### config.mk
export PLATFORM = sky130hd
export DESIGN_NAME = sdd_top
export DESIGN_NICKNAME = d
export VERILOG_FILES = /design/src/verilog/sdd_pkg.sv /design/src/verilog/sdd_cic.sv /design/src/verilog/sdd_top.sv
export SDC_FILE = /design/constraint.sdc
export NUM_CORES = 2
export LEC_CHECK = 0
export BUFFER_PORTS_ARGS = -buffer_cell sky130_fd_sc_hd__buf_4
export CAP_MARGIN = 20
export CELL_PAD_IN_SITES_DETAIL_PLACEMENT = 0
export CELL_PAD_IN_SITES_GLOBAL_PLACEMENT = 1
export CORE_ASPECT_RATIO = 1.5
export CORE_MARGIN = 10
export CORE_UTILIZATION = 30
export CTS_BUF_LIST = sky130_fd_sc_hd__clkbuf_4 sky130_fd_sc_hd__clkbuf_8 sky130_fd_sc_hd__clkbuf_16
export DETAILED_ROUTE_END_ITERATION = 10
export PLACE_DENSITY_LB_ADDON = 0.1
export SYNTH_ARGS = -nofsm -noshare
export SYNTH_HDL_FRONTEND = slang
export SYNTH_HIERARCHICAL = 1
export SYNTH_SLANG_ARGS = --single-unit
### constraint.sdc
create_clock -name ref_clk_i -period 7.8 [get_ports ref_clk_i]
set_input_delay 0.78 -clock ref_clk_i [delete_from_list [all_inputs] [get_ports ref_clk_i]]
set_output_delay 0.78 -clock ref_clk_i [all_outputs]
set_load 0.03 [all_outputs]
### src/verilog/sdd_pkg.sv
package sdd_pkg;

    // clock figures
    localparam int unsigned CLK_HZ     = 250_000_000; // ref_clk_i rate
    localparam int unsigned OSC_HZ     = 16_000_000;  // oscillator/crystal
    localparam int unsigned XTAL_DIV   = 8;           // 16 MHz down to mclk
    localparam int unsigned MCLK_HZ    = OSC_HZ / XTAL_DIV;
    localparam int unsigned MOD_HZ     = MCLK_HZ / 2; // modulator_rate
    localparam logic [2:0]  DIV_LAST   = 3'(XTAL_DIV - 1);

    // register byte offsets
    localparam logic [7:0]  REG_MODE   = 8'h00;
    localparam logic [7:0]  REG_FILT0  = 8'h04; // filter_config_reg, setup 0
    localparam logic [7:0]  REG_CHMAP  = 8'h20; // channel to setup map
    localparam logic [7:0]  REG_STAT   = 8'h24;
    localparam logic [7:0]  REG_MASK   = 8'h28;
    localparam logic [7:0]  REG_RES_LO = 8'h2C;
    localparam logic [7:0]  REG_RES_HI = 8'h30;

    // mode register fields
    localparam int unsigned MODE_SC_BIT  = 13; // single_cycle_settle_select
    localparam int unsigned MODE_CLK_LSB = 2;  // clock_source_select [3:2]
    localparam logic [15:0] MODE_RST     = 16'h0000;

    // filter configuration fields
    localparam int unsigned FILT_MAP_BIT  = 15; // sinc3 direct decimation
    localparam int unsigned FILT_TYPE_LSB = 5;  // filter type [6:5]
    localparam int unsigned FILT_ODR_LSB  = 0;  // rate code [3:0]
    localparam logic [15:0] FILT_RST      = 16'h0000;

    // status / mask bits
    localparam int unsigned ST_RDY     = 0; // result delivered
    localparam int unsigned ST_RESTART = 1; // filters restarted
    localparam logic [1:0]  STAT_RST   = 2'h0;

    // filter figures
    localparam logic [19:0] SINC5_DEC    = 20'h00020; // 1 MHz / 32
    localparam int unsigned S3_UNIT_LOG2 = 5;         // sinc3 step of 32
    localparam logic [14:0] SC_MIN_AVG   = 15'h000C;  // 2.6 kSPS and below
    localparam logic [2:0]  SINC5_PRIME  = 3'h4;      // sinc5 fill outputs
    localparam logic [1:0]  S3_SETTLE    = 2'h3;      // periods to settle
    localparam logic [14:0] ENH_AVG      = 15'h047A;  // 27.27 SPS

    // filter type encoding
    typedef enum logic [1:0] {
        SDD_FT_SINC51 = 2'h0,
        SDD_FT_ENH    = 2'h1,
        SDD_FT_RSV    = 2'h2,
        SDD_FT_SINC3  = 2'h3
    } sdd_filter_t;

    // clock source encoding
    typedef enum logic [1:0] {
        SDD_CS_INT  = 2'h0,
        SDD_CS_IOUT = 2'h1,
        SDD_CS_EXT  = 2'h2,
        SDD_CS_XTAL = 2'h3
    } sdd_clksrc_t;

    // register port request
    typedef struct packed {
        logic [7:0]  addr;
        logic [31:0] wdata;
        logic        wr;
        logic        rd;
    } sdd_bus_req_t;

    // delivered conversion
    typedef struct packed {
        logic [2:0]  chan;
        logic [63:0] data;
    } sdd_result_t;

    // rate code to decimation count (sinc1 length or sinc3 step count)
    function automatic logic [14:0] sdd_odr_count(input logic [3:0] code);
        unique case (code)
            4'h0: sdd_odr_count = 15'h0001;
            4'h1: sdd_odr_count = 15'h0002;
            4'h2: sdd_odr_count = 15'h0003;
            4'h3: sdd_odr_count = 15'h0006;
            4'h4: sdd_odr_count = 15'h000C;
            4'h5: sdd_odr_count = 15'h001F;
            4'h6: sdd_odr_count = 15'h003E;
            4'h7: sdd_odr_count = 15'h0052;
            4'h8: sdd_odr_count = 15'h009C;
            4'h9: sdd_odr_count = 15'h0138;
            4'hA: sdd_odr_count = 15'h0209;
            4'hB: sdd_odr_count = 15'h0271;
            4'hC: sdd_odr_count = 15'h061A;
            4'hD: sdd_odr_count = 15'h0753;
            4'hE: sdd_odr_count = 15'h0C35;
            4'hF: sdd_odr_count = 15'h186A;
        endcase
    endfunction : sdd_odr_count

endpackage : sdd_pkg

### src/verilog/sdd_cic.sv
`timescale 1ns/10ps
// cascaded integrator-comb decimator of order ORD on a 1-bit stream
module sdd_cic #(
    parameter int unsigned ORD = 3,
    parameter int unsigned W   = 64,
    parameter int unsigned DW  = 20
) (
    // clock and reset
    input  wire logic          ref_clk_i,
    input  wire logic          sys_rst_i,
    // stream side
    input  wire logic          clear_i,
    input  wire logic          stb_i,
    input  wire logic          bit_i,
    input  wire logic [DW-1:0] dec_i,
    // decimated output
    output logic               vld_o,
    output logic [W-1:0]       out_o
);
    if (ORD < 1 || ORD > 8 || W < 8 || DW < 2) begin : g_chk
        $error("sdd_cic: unsupported parameters");
    end

    // whole filter state
    typedef struct packed {
        logic [ORD-1:0][W-1:0] integ; // integrator chain
        logic [ORD-1:0][W-1:0] dly;   // comb delay taps
        logic [DW-1:0]         cnt;   // decimation phase
        logic                  vld;
        logic [W-1:0]          out;
    } sdd_cic_state_t;

    sdd_cic_state_t c_q, c_d;
    logic [W-1:0]   x;   // comb stage carry
    logic [W-1:0]   y;

    // integrate each bit as +1/-1, comb once per decimation period
    always_comb begin
        c_d     = c_q;
        c_d.vld = 1'b0;
        x       = '0;
        y       = '0;
        if (clear_i) begin
            c_d = '0;
        end else if (stb_i) begin
            for (int k = ORD - 1; k > 0; k--) begin
                c_d.integ[k] = c_q.integ[k] + c_q.integ[k-1];
            end
            c_d.integ[0] = c_q.integ[0] + (bit_i ? W'(1) : '1);
            if (c_q.cnt >= DW'(dec_i - 1'b1)) begin
                c_d.cnt = '0;
                x = c_q.integ[ORD-1];
                for (int k = 0; k < ORD; k++) begin
                    y          = x - c_q.dly[k];
                    c_d.dly[k] = x;
                    x          = y;
                end
                c_d.out = x;
                c_d.vld = 1'b1;
            end else begin
                c_d.cnt = DW'(c_q.cnt + 1'b1);
            end
        end
    end

    // state register
    always_ff @(posedge ref_clk_i) begin
        if (sys_rst_i) begin
            c_q <= '0;
        end else begin
            c_q <= c_d;
        end
    end

    assign vld_o = c_q.vld;
    assign out_o = c_q.out;
endmodule : sdd_cic

### src/verilog/sdd_top.sv
`timescale 1ns/10ps
// What this block does
// - sinc5+sinc1, sinc3 and 50/60 Hz filter types
// - filter and rate come from channel's setup
// - sinc5 fixed at 31.25 kSPS, sinc1 sets rate
// - sinc5+sinc1 settles in one period below 2.6k
// - sinc3 settling equals three output periods
// - direct bit makes low 15 bits decimation
// - direct rate is modulator rate over 32 times value
// - single-cycle mode outputs only settled results
// - single-cycle ignored for sinc5+sinc1 at 2.6k
// - sinc3 step needs three periods unless single-cycle
// - ready pulses once per settling interval in single-cycle mode
// - external clock pin drives master clock directly
// - crystal on crystal pins can source clock
// - 16 MHz source divided by eight to mclk
// - two-bit clock source field, internal by default
module sdd_top #(
    parameter int unsigned NUM_CHAN  = 2,
    parameter int unsigned NUM_SETUP = 2
) (
    // clock and reset
    input  wire logic                 ref_clk_i,
    input  wire logic                 sys_rst_i,
    // register port
    input  wire sdd_pkg::sdd_bus_req_t bus_i,
    output logic [31:0]               rdata_o,
    output logic                      irq_o,
    // clock sources
    input  wire logic                 osc_tick_i,
    input  wire logic                 crystal_in_pin_i,
    input  wire logic                 crystal_out_clock_io_pin_i,
    output logic [1:0]                clk_src_o,
    // modulator side
    output logic                      mod_stb_o,
    input  wire logic                 mod_bit_i,
    input  wire logic [2:0]           chan_i,
    // results
    output logic                      rdy_o,
    output sdd_pkg::sdd_result_t      result_o
);
    localparam int unsigned SW = (NUM_SETUP > 1) ? $clog2(NUM_SETUP) : 1;

    if (NUM_CHAN < 1 || NUM_CHAN > 8 || NUM_SETUP < 1 || NUM_SETUP > 7
        || NUM_CHAN * SW > 32) begin : g_chk
        $error("sdd_top: unsupported channel or setup count");
    end

    // whole block state
    typedef struct packed {
        logic [15:0]                 mode;   // mode register
        logic [NUM_SETUP-1:0][15:0]  filt;   // one filter config per setup
        logic [NUM_CHAN-1:0][SW-1:0] chmap;  // setup of each channel
        logic [1:0]                  stat;   // sticky events
        logic [1:0]                  mask;
        logic [31:0]                 rdata;
        logic [2:0]                  div;    // divide-by-eight phase
        logic                        half;   // modulator half-rate phase
        logic                        ext_prev;
        logic                        xtal_prev;
        logic                        mtick;  // master clock tick
        logic                        mstb;   // modulator sample strobe
        logic                        mbit;
        logic [2:0]                  chan;   // channel being converted
        logic                        clr;    // restart filters
        logic [63:0]                 acc;    // sinc1 sum
        logic [14:0]                 s1_cnt;
        logic [2:0]                  prime;  // sinc5 outputs to drop
        logic [1:0]                  s3_cnt;
        logic                        rdy;
        sdd_pkg::sdd_result_t        res;
        logic                        irq;
    } sdd_state_t;

    sdd_state_t           s_q, s_d;
    logic [SW-1:0]        cur_set;  // setup of current channel
    logic [15:0]          cur_filt;
    logic                 direct;   // sinc3 direct decimation
    sdd_pkg::sdd_filter_t ftype;
    logic [14:0]          dec15;    // sinc3 steps of 32
    logic [14:0]          avg;      // sinc1 length
    logic                 sc;       // single-cycle settling requested
    logic                 s5_gate;  // single-cycle has effect on sinc5
    sdd_pkg::sdd_clksrc_t clksel;
    logic                 ext_edge;
    logic                 xtal_edge;
    logic                 c5_vld;
    logic [31:0]          c5_out;
    logic                 c3_vld;
    logic [63:0]          c3_out;
    logic [1:0]           st_set;
    logic [1:0]           w1c;
    logic                 emit;
    logic [63:0]          emit_val;

    assign cur_set  = s_q.chmap[s_q.chan % NUM_CHAN];
    assign cur_filt = s_q.filt[cur_set];
    assign direct   = cur_filt[sdd_pkg::FILT_MAP_BIT];
    assign ftype    = direct ? sdd_pkg::SDD_FT_SINC3
                    : sdd_pkg::sdd_filter_t'(
                        cur_filt[sdd_pkg::FILT_TYPE_LSB +: 2]);
    // decimation value, zero held at one
    assign dec15    = direct
                    ? ((cur_filt[14:0] == 15'h0000) ? 15'h0001
                                                    : cur_filt[14:0])
                    : sdd_pkg::sdd_odr_count(
                        cur_filt[sdd_pkg::FILT_ODR_LSB +: 4]);
    // enhanced rejection uses a fixed sinc1 length
    assign avg      = (ftype == sdd_pkg::SDD_FT_ENH) ? sdd_pkg::ENH_AVG
                    : sdd_pkg::sdd_odr_count(
                        cur_filt[sdd_pkg::FILT_ODR_LSB +: 4]);
    assign sc       = s_q.mode[sdd_pkg::MODE_SC_BIT];
    // no effect at long sinc1 lengths
    assign s5_gate  = sc && (avg < sdd_pkg::SC_MIN_AVG);
    assign clksel   = sdd_pkg::sdd_clksrc_t'(
                        s_q.mode[sdd_pkg::MODE_CLK_LSB +: 2]);
    assign ext_edge  = crystal_out_clock_io_pin_i && !s_q.ext_prev;
    assign xtal_edge = crystal_in_pin_i && !s_q.xtal_prev;

    sdd_cic #(.ORD(5), .W(32), .DW(20)) u_sinc5 (
        .ref_clk_i (ref_clk_i),
        .sys_rst_i (sys_rst_i),
        .clear_i   (s_q.clr),
        .stb_i     (s_q.mstb),
        .bit_i     (s_q.mbit),
        .dec_i     (sdd_pkg::SINC5_DEC),
        .vld_o     (c5_vld),
        .out_o     (c5_out)
    );

    // sinc3 stage at 32 times programmed value
    sdd_cic #(.ORD(3), .W(64), .DW(20)) u_sinc3 (
        .ref_clk_i (ref_clk_i),
        .sys_rst_i (sys_rst_i),
        .clear_i   (s_q.clr),
        .stb_i     (s_q.mstb),
        .bit_i     (s_q.mbit),
        .dec_i     ({dec15, 5'h00}),
        .vld_o     (c3_vld),
        .out_o     (c3_out)
    );

    // next state: clocks, register port, rate control
    always_comb begin
        s_d      = s_q;
        s_d.rdy  = 1'b0;
        s_d.clr  = 1'b0;
        s_d.rdata = '0;
        st_set   = 2'h0;
        w1c      = 2'h0;
        emit     = 1'b0;
        emit_val = '0;

        // source edges
        s_d.ext_prev  = crystal_out_clock_io_pin_i;
        s_d.xtal_prev = crystal_in_pin_i;
        s_d.mtick     = 1'b0;
        unique case (clksel)
            // external pin edge is the master clock
            sdd_pkg::SDD_CS_EXT: s_d.mtick = ext_edge;
            sdd_pkg::SDD_CS_XTAL: begin
                if (xtal_edge) begin
                    s_d.div   = 3'(s_q.div + 1'b1);
                    s_d.mtick = (s_q.div == sdd_pkg::DIV_LAST);
                end
            end
            sdd_pkg::SDD_CS_INT, sdd_pkg::SDD_CS_IOUT: begin
                if (osc_tick_i) begin
                    s_d.div   = 3'(s_q.div + 1'b1);
                    s_d.mtick = (s_q.div == sdd_pkg::DIV_LAST);
                end
            end
        endcase
        // modulator at half the master clock
        s_d.mstb = s_q.mtick && s_q.half;
        if (s_q.mtick) begin
            s_d.half = !s_q.half;
        end
        if (s_q.mtick && s_q.half) begin
            s_d.mbit = mod_bit_i;
        end

        // register writes
        if (bus_i.wr) begin
            unique case (bus_i.addr)
                sdd_pkg::REG_MODE: begin
                    s_d.mode = bus_i.wdata[15:0];
                    s_d.clr  = 1'b1;
                end
                sdd_pkg::REG_CHMAP: begin
                    s_d.chmap = bus_i.wdata[NUM_CHAN*SW-1:0];
                    s_d.clr   = 1'b1;
                end
                sdd_pkg::REG_STAT: w1c      = bus_i.wdata[1:0];
                sdd_pkg::REG_MASK: s_d.mask = bus_i.wdata[1:0];
                default: ;
            endcase
            for (int k = 0; k < NUM_SETUP; k++) begin
                if (bus_i.addr == 8'(sdd_pkg::REG_FILT0 + 4 * k)) begin
                    s_d.filt[k] = bus_i.wdata[15:0];
                    s_d.clr     = 1'b1;
                end
            end
        end

        // register reads, data in the next cycle only
        if (bus_i.rd) begin
            unique case (bus_i.addr)
                sdd_pkg::REG_MODE:   s_d.rdata = {16'h0000, s_q.mode};
                sdd_pkg::REG_CHMAP:  s_d.rdata = 32'(s_q.chmap);
                sdd_pkg::REG_STAT:   s_d.rdata = {30'h0, s_q.stat};
                sdd_pkg::REG_MASK:   s_d.rdata = {30'h0, s_q.mask};
                sdd_pkg::REG_RES_LO: s_d.rdata = s_q.res.data[31:0];
                sdd_pkg::REG_RES_HI: s_d.rdata = s_q.res.data[63:32];
                default: ;
            endcase
            for (int k = 0; k < NUM_SETUP; k++) begin
                if (bus_i.addr == 8'(sdd_pkg::REG_FILT0 + 4 * k)) begin
                    s_d.rdata = {16'h0000, s_q.filt[k]};
                end
            end
        end

        // channel change restarts the filters
        if (chan_i != s_q.chan) begin
            s_d.chan = chan_i;
            s_d.clr  = 1'b1;
        end

        if (s_q.clr) begin
            s_d.acc    = '0;
            s_d.s1_cnt = '0;
            s_d.s3_cnt = '0;
            // first sinc5 outputs are not settled
            s_d.prime  = s5_gate ? sdd_pkg::SINC5_PRIME : 3'h0;
            st_set[sdd_pkg::ST_RESTART] = 1'b1;
        end else if (ftype == sdd_pkg::SDD_FT_SINC3) begin
            if (c3_vld) begin
                if (sc) begin
                    if (s_q.s3_cnt == 2'(sdd_pkg::S3_SETTLE - 1'b1)) begin
                        s_d.s3_cnt = 2'h0;
                        emit       = 1'b1;
                    end else begin
                        s_d.s3_cnt = 2'(s_q.s3_cnt + 1'b1);
                    end
                end else begin
                    emit = 1'b1;
                end
                emit_val = c3_out;
            end
        end else if (c5_vld) begin
            if (s_q.prime != 3'h0) begin
                s_d.prime = 3'(s_q.prime - 1'b1);
            end else if (s_q.s1_cnt >= 15'(avg - 1'b1)) begin
                // emit and refill the window when gated
                emit       = 1'b1;
                emit_val   = s_q.acc + 64'(signed'(c5_out));
                s_d.acc    = '0;
                s_d.s1_cnt = '0;
                s_d.prime  = s5_gate ? sdd_pkg::SINC5_PRIME : 3'h0;
            end else begin
                s_d.acc    = s_q.acc + 64'(signed'(c5_out));
                s_d.s1_cnt = 15'(s_q.s1_cnt + 1'b1);
            end
        end

        if (emit) begin
            s_d.rdy      = 1'b1;
            s_d.res.data = emit_val;
            s_d.res.chan = s_q.chan;
            st_set[sdd_pkg::ST_RDY] = 1'b1;
        end

        // sticky status, a new event beats the clear
        s_d.stat = (s_q.stat & ~w1c) | st_set;
        s_d.irq  = |(s_d.stat & s_d.mask);
    end

    // state register
    always_ff @(posedge ref_clk_i) begin
        if (sys_rst_i) begin
            s_q       <= '0;
            s_q.mode  <= sdd_pkg::MODE_RST;
            s_q.filt  <= {NUM_SETUP{sdd_pkg::FILT_RST}};
            s_q.stat  <= sdd_pkg::STAT_RST;
        end else begin
            s_q <= s_d;
        end
    end

    // outputs straight from the state register
    assign rdata_o   = s_q.rdata;
    assign irq_o     = s_q.irq;
    assign clk_src_o = s_q.mode[sdd_pkg::MODE_CLK_LSB +: 2];
    assign mod_stb_o = s_q.mstb;
    assign rdy_o     = s_q.rdy;
    assign result_o  = s_q.res;
endmodule : sdd_top

==> flow_summary.ini <==
[synth]
yosys.area.top_type = dfxtp_1
synthXorXnorAreaFrac_pct = 8.31
synth_simple_gate_area_share_pct = 16.6
largest_cells_by_area_after_synthesis = dfxtp_1 (27%), ha_1 (12%), a21oi_1 (6.6%)
postSynthRegisterBits = 1094
synthMuxAreaShare_pct = 3.03
fraction_of_the_mapped_netlist_area_in_compound_gates_pct = 25.9
yosys_warnings = 6
synth-edff-count = 0
synthesis.area_per_instance_sq_um = 7.82
synthCells = 10600
synth_top_family_by_area = compound AO/OA/AOI/OAI gates
postSynth.asyncResetShare_pct = 0
synth_adder_area_share_pct = 12.8
post_synthesis_cell_type_count = 126
yosys_most_used_dff = dfxtp_1
syn-cell-area_sq_um = 82600
synth-seq-area-share_pct = 26.5
synth.top_cell.area_share_pct = 26.5

[critical_path]
cp_slowest_stage_delay_ps = 400
critPathArrivalTime_ps = 9040
timing.critical_path.max_delay_family = compound AO/OA/AOI/OAI gates
crit_path_max_fanout = 4
startpoint_types = flip-flop
critical_path.slowest_cell = o32a_1
path_common_cell = xnor2_1
cp_data_required_time_ps = 8510
setup.reg_to_reg.worst_slack_ps = -530
critPathBufInv = 3
cp_capture_type = flip-flop
worst-setup-path-type = flip-flop to flip-flop

[floorplan]
chipWidth_microns = 448
initial_utilization_pct = 30.2
floorplan.io_pins = 155
die_y_microns = 663
die_area_sq_um = 297000
fp.coreArea_sq_um = 274000
std_cell_rows = 235

[power_and_ir_drop]
power.leakage_nw = 42.5
pwr_density_cell_nw_per_um2 = 132
vdd_drop_max_uv = 138

[clocking]
tritoncts_clock_tree = yes
clockBufferDepth = 4
skew_pair_late_insertion_delay_ps = 840
clock-sinks = 1094
worst_setup_hold_path_clk_slew_ps = 60
root_buffer = clkbuf_16
cts_made_buffers = 144
h-tree-depth = 4
cts_hold_repair.buffers = 0

[routing]
detail_route.first_pass.iterations = 5
viasPerCell = 5.01
vias = 73800
drc = 0
met3_length_microns = 6680
route.layer.met1.wl_microns = 109000
route.met2.wl_microns = 132000
route.detailed.wl_per_inst_microns = 17.6
routed_wl_microns = 260000
number_of_nets_still_failing_antenna_checks_after_routing = 0
highest-signal-layer = met4
drt-initial-drc-count = 3134

[global_route]
first_global_vias = 75000
initial_antenna_violation_count = 1
grt_start_max_net_pins = 161
groute.usage.overall_pct = 16.8
grt_pass1_wl_microns = 413000
global_route.overflow_total = 0

[run]
drv_cap = 0

[finish]
synthToLayoutAreaGrowth_pct = 17.8
nNetsFinal = 11900
drive_above_1_share_pct = 13.5
multiInputGateArea_sq_um = 56800
area.sequential_sq_um = 21900
filler_cell_count = 28600

[timing]
final.min_clock_period_ps = 8330
timing.final.crit_share_pct = 107
setup_repair_after_global_routing_missed_its_margin = true
worst-slew-pin-transition_ps = 1210
fin_skew_ps = 72.2
post_route_setup_slack_ps = -528
fin_hold_viols = 0
final-setup-viol-count = 7
setup_total_negative_slack_ps = -1770
report.final.slew_viol_count = 0
max_clock_freq_mhz = 120
max_slew_margin_pct = 18.1

[place]
gp_routability_congestion = 0.895
placement.io_buffers = 138
place_worst_setup_slack_ps = -1040
dp_hpwl_microns = 202000

[hold_path]
min_path_type = input port to flip-flop

[status]
failed_checks = setup timing
status = finished with violations
routing by layer:
metal	GRT usage (%)	vias up
met4	6.97	0
met3	1.67	413
met1	19.3	34300
li1	-	38200
met5	0	-
met2	31.3	922
layout make-up:
cell class              count  share of cell area [%]
multi-input cells        8265                    58.4
well taps                3673                    4.72
clock buffers             188                    4.22
flip-flops and latches   1094                    22.5
repair buffers            886                    7.10
inverters                 585                    2.26
diodes                      1                 0.00257
clock inverters            55                   0.791
where the power goes:
group	switching [W]	internal [W]	total, W
logic	0.000204	0.0000508	0.000254
registers	0.00000431	0.00559	0.00560
clock network	0.00273	0.00430	0.00703
total	0.00294	0.00994	0.0129
synthesized netlist by cell type, drive strengths merged, types with 17 or more instances:
library cell and number:
clkbuf 430, or2 33, nand3 191, a31oi 98, nand2 1156, o31ai 48
nor2b 101, o41ai 20, a22o 203, and3 76, xnor2 475, a211o 25
a21oi 1098, o211ai 44, buf 260, and2 45, nand2b 78, or3 61
a21boi 23, nor3 151, a311oi 38, dfxtp 1094, inv 585, a211oi 84
nor2 903, a22oi 46, o21ai 582, mux2i 236, nor4 25, a21o 445
a2111oi 31, ha 820, o21bai 141, o22ai 24, o2111ai 17, nand4 149
and4 23, xor2 302, fa 17, o21a 100, a221oi 48, o31a 21
kinds of logic (layout without fill, tap and decap cells):
| logic type | after synthesis | in the layout |
|---|---|---|
| AND/OR/NAND/NOR | 3055 | 3055 |
| AO/OA/AOI/OAI | 3279 | 3279 |
| buffers and inverters | 1275 | 1714 |
| XOR/XNOR | 779 | 779 |
| flip-flops | 1094 | 1094 |
| adder cells (fa/ha/maj) | 837 | 837 |
| multiplexers | 244 | 244 |
| other | 2 | 72 |
layout by cell type, fill, tap and decap left out, types with 25 or more instances in the layout:
master and n:
a211o_1 25, a211oi_1 72, a21o_1 443, a21oi_1 1035, a21oi_2 59, a221oi_1 42, a22o_1 202, a22oi_1 46
a311oi_1 35, a31oi_1 91, and2_1 41, and3_1 71, buf_4 852, clkbuf_16 148, clkinv_2 26, conb_1 71
dfxtp_1 1088, ha_1 806, inv_1 576, mux2i_1 232, nand2_1 1149, nand2b_1 76, nand3_1 184, nand4_1 149
nor2_1 887, nor2b_1 95, nor3_1 141, o211ai_1 44, o21a_1 96, o21ai_0 495, o21ai_1 58, o21bai_1 138
o31ai_1 37, or2_2 29, or3_1 58, xnor2_1 451, xor2_1 294
repair_timing:
item | CTS | global route
gates resized for setup | 98 | 207
setup buffers | 19 | 27
setup endpoints to repair | 25 | 41
hold endpoints to repair | 0 | 0
pin swaps | 93 | 166
metrics by stage:
step,area [sq um],hold slack [ps],instances,power [W],util (%)
floorplan,82900,426,10600,0.00586,-
global placement,90600,441,14500,0.00598,33.1
detailed placement,90700,447,14500,0.00598,33.1
CTS,96100,80.3,14700,0.0132,35.1
global route,97300,146,14700,0.0134,35.6
finish,97300,162,14700,0.0129,35.6
registers in the layout, summed over array words and instances, names as in the netlist:
name	cells
result_o	67
u_sinc5/c_q	340
u_sinc3/vld_o	1
u_sinc3/out_o	64
irq_o	1
u_sinc3/c_q	404
mod_stb_o	1
u_sinc5/vld_o	1
rdata_o	32
clk_src_o	2
s_q	148
u_sinc5/out_o	32
rdy_o	1
path summary, 6_finish.rpt:
kind	startpoint	endpoint	depth (start not counted)
setup / recovery	u_sinc5/c_q[55]	u_sinc5/out_o[31]	45
hold / removal	crystal_out_clock_io_pin_i	s_q[161]	2
setup reg to reg	u_sinc5/c_q[55]	u_sinc5/out_o[31]	45
hold reg to reg	u_sinc3/c_q[87]	u_sinc3/c_q[87]	2
Note: power is estimated with default switching activity, not from simulation.
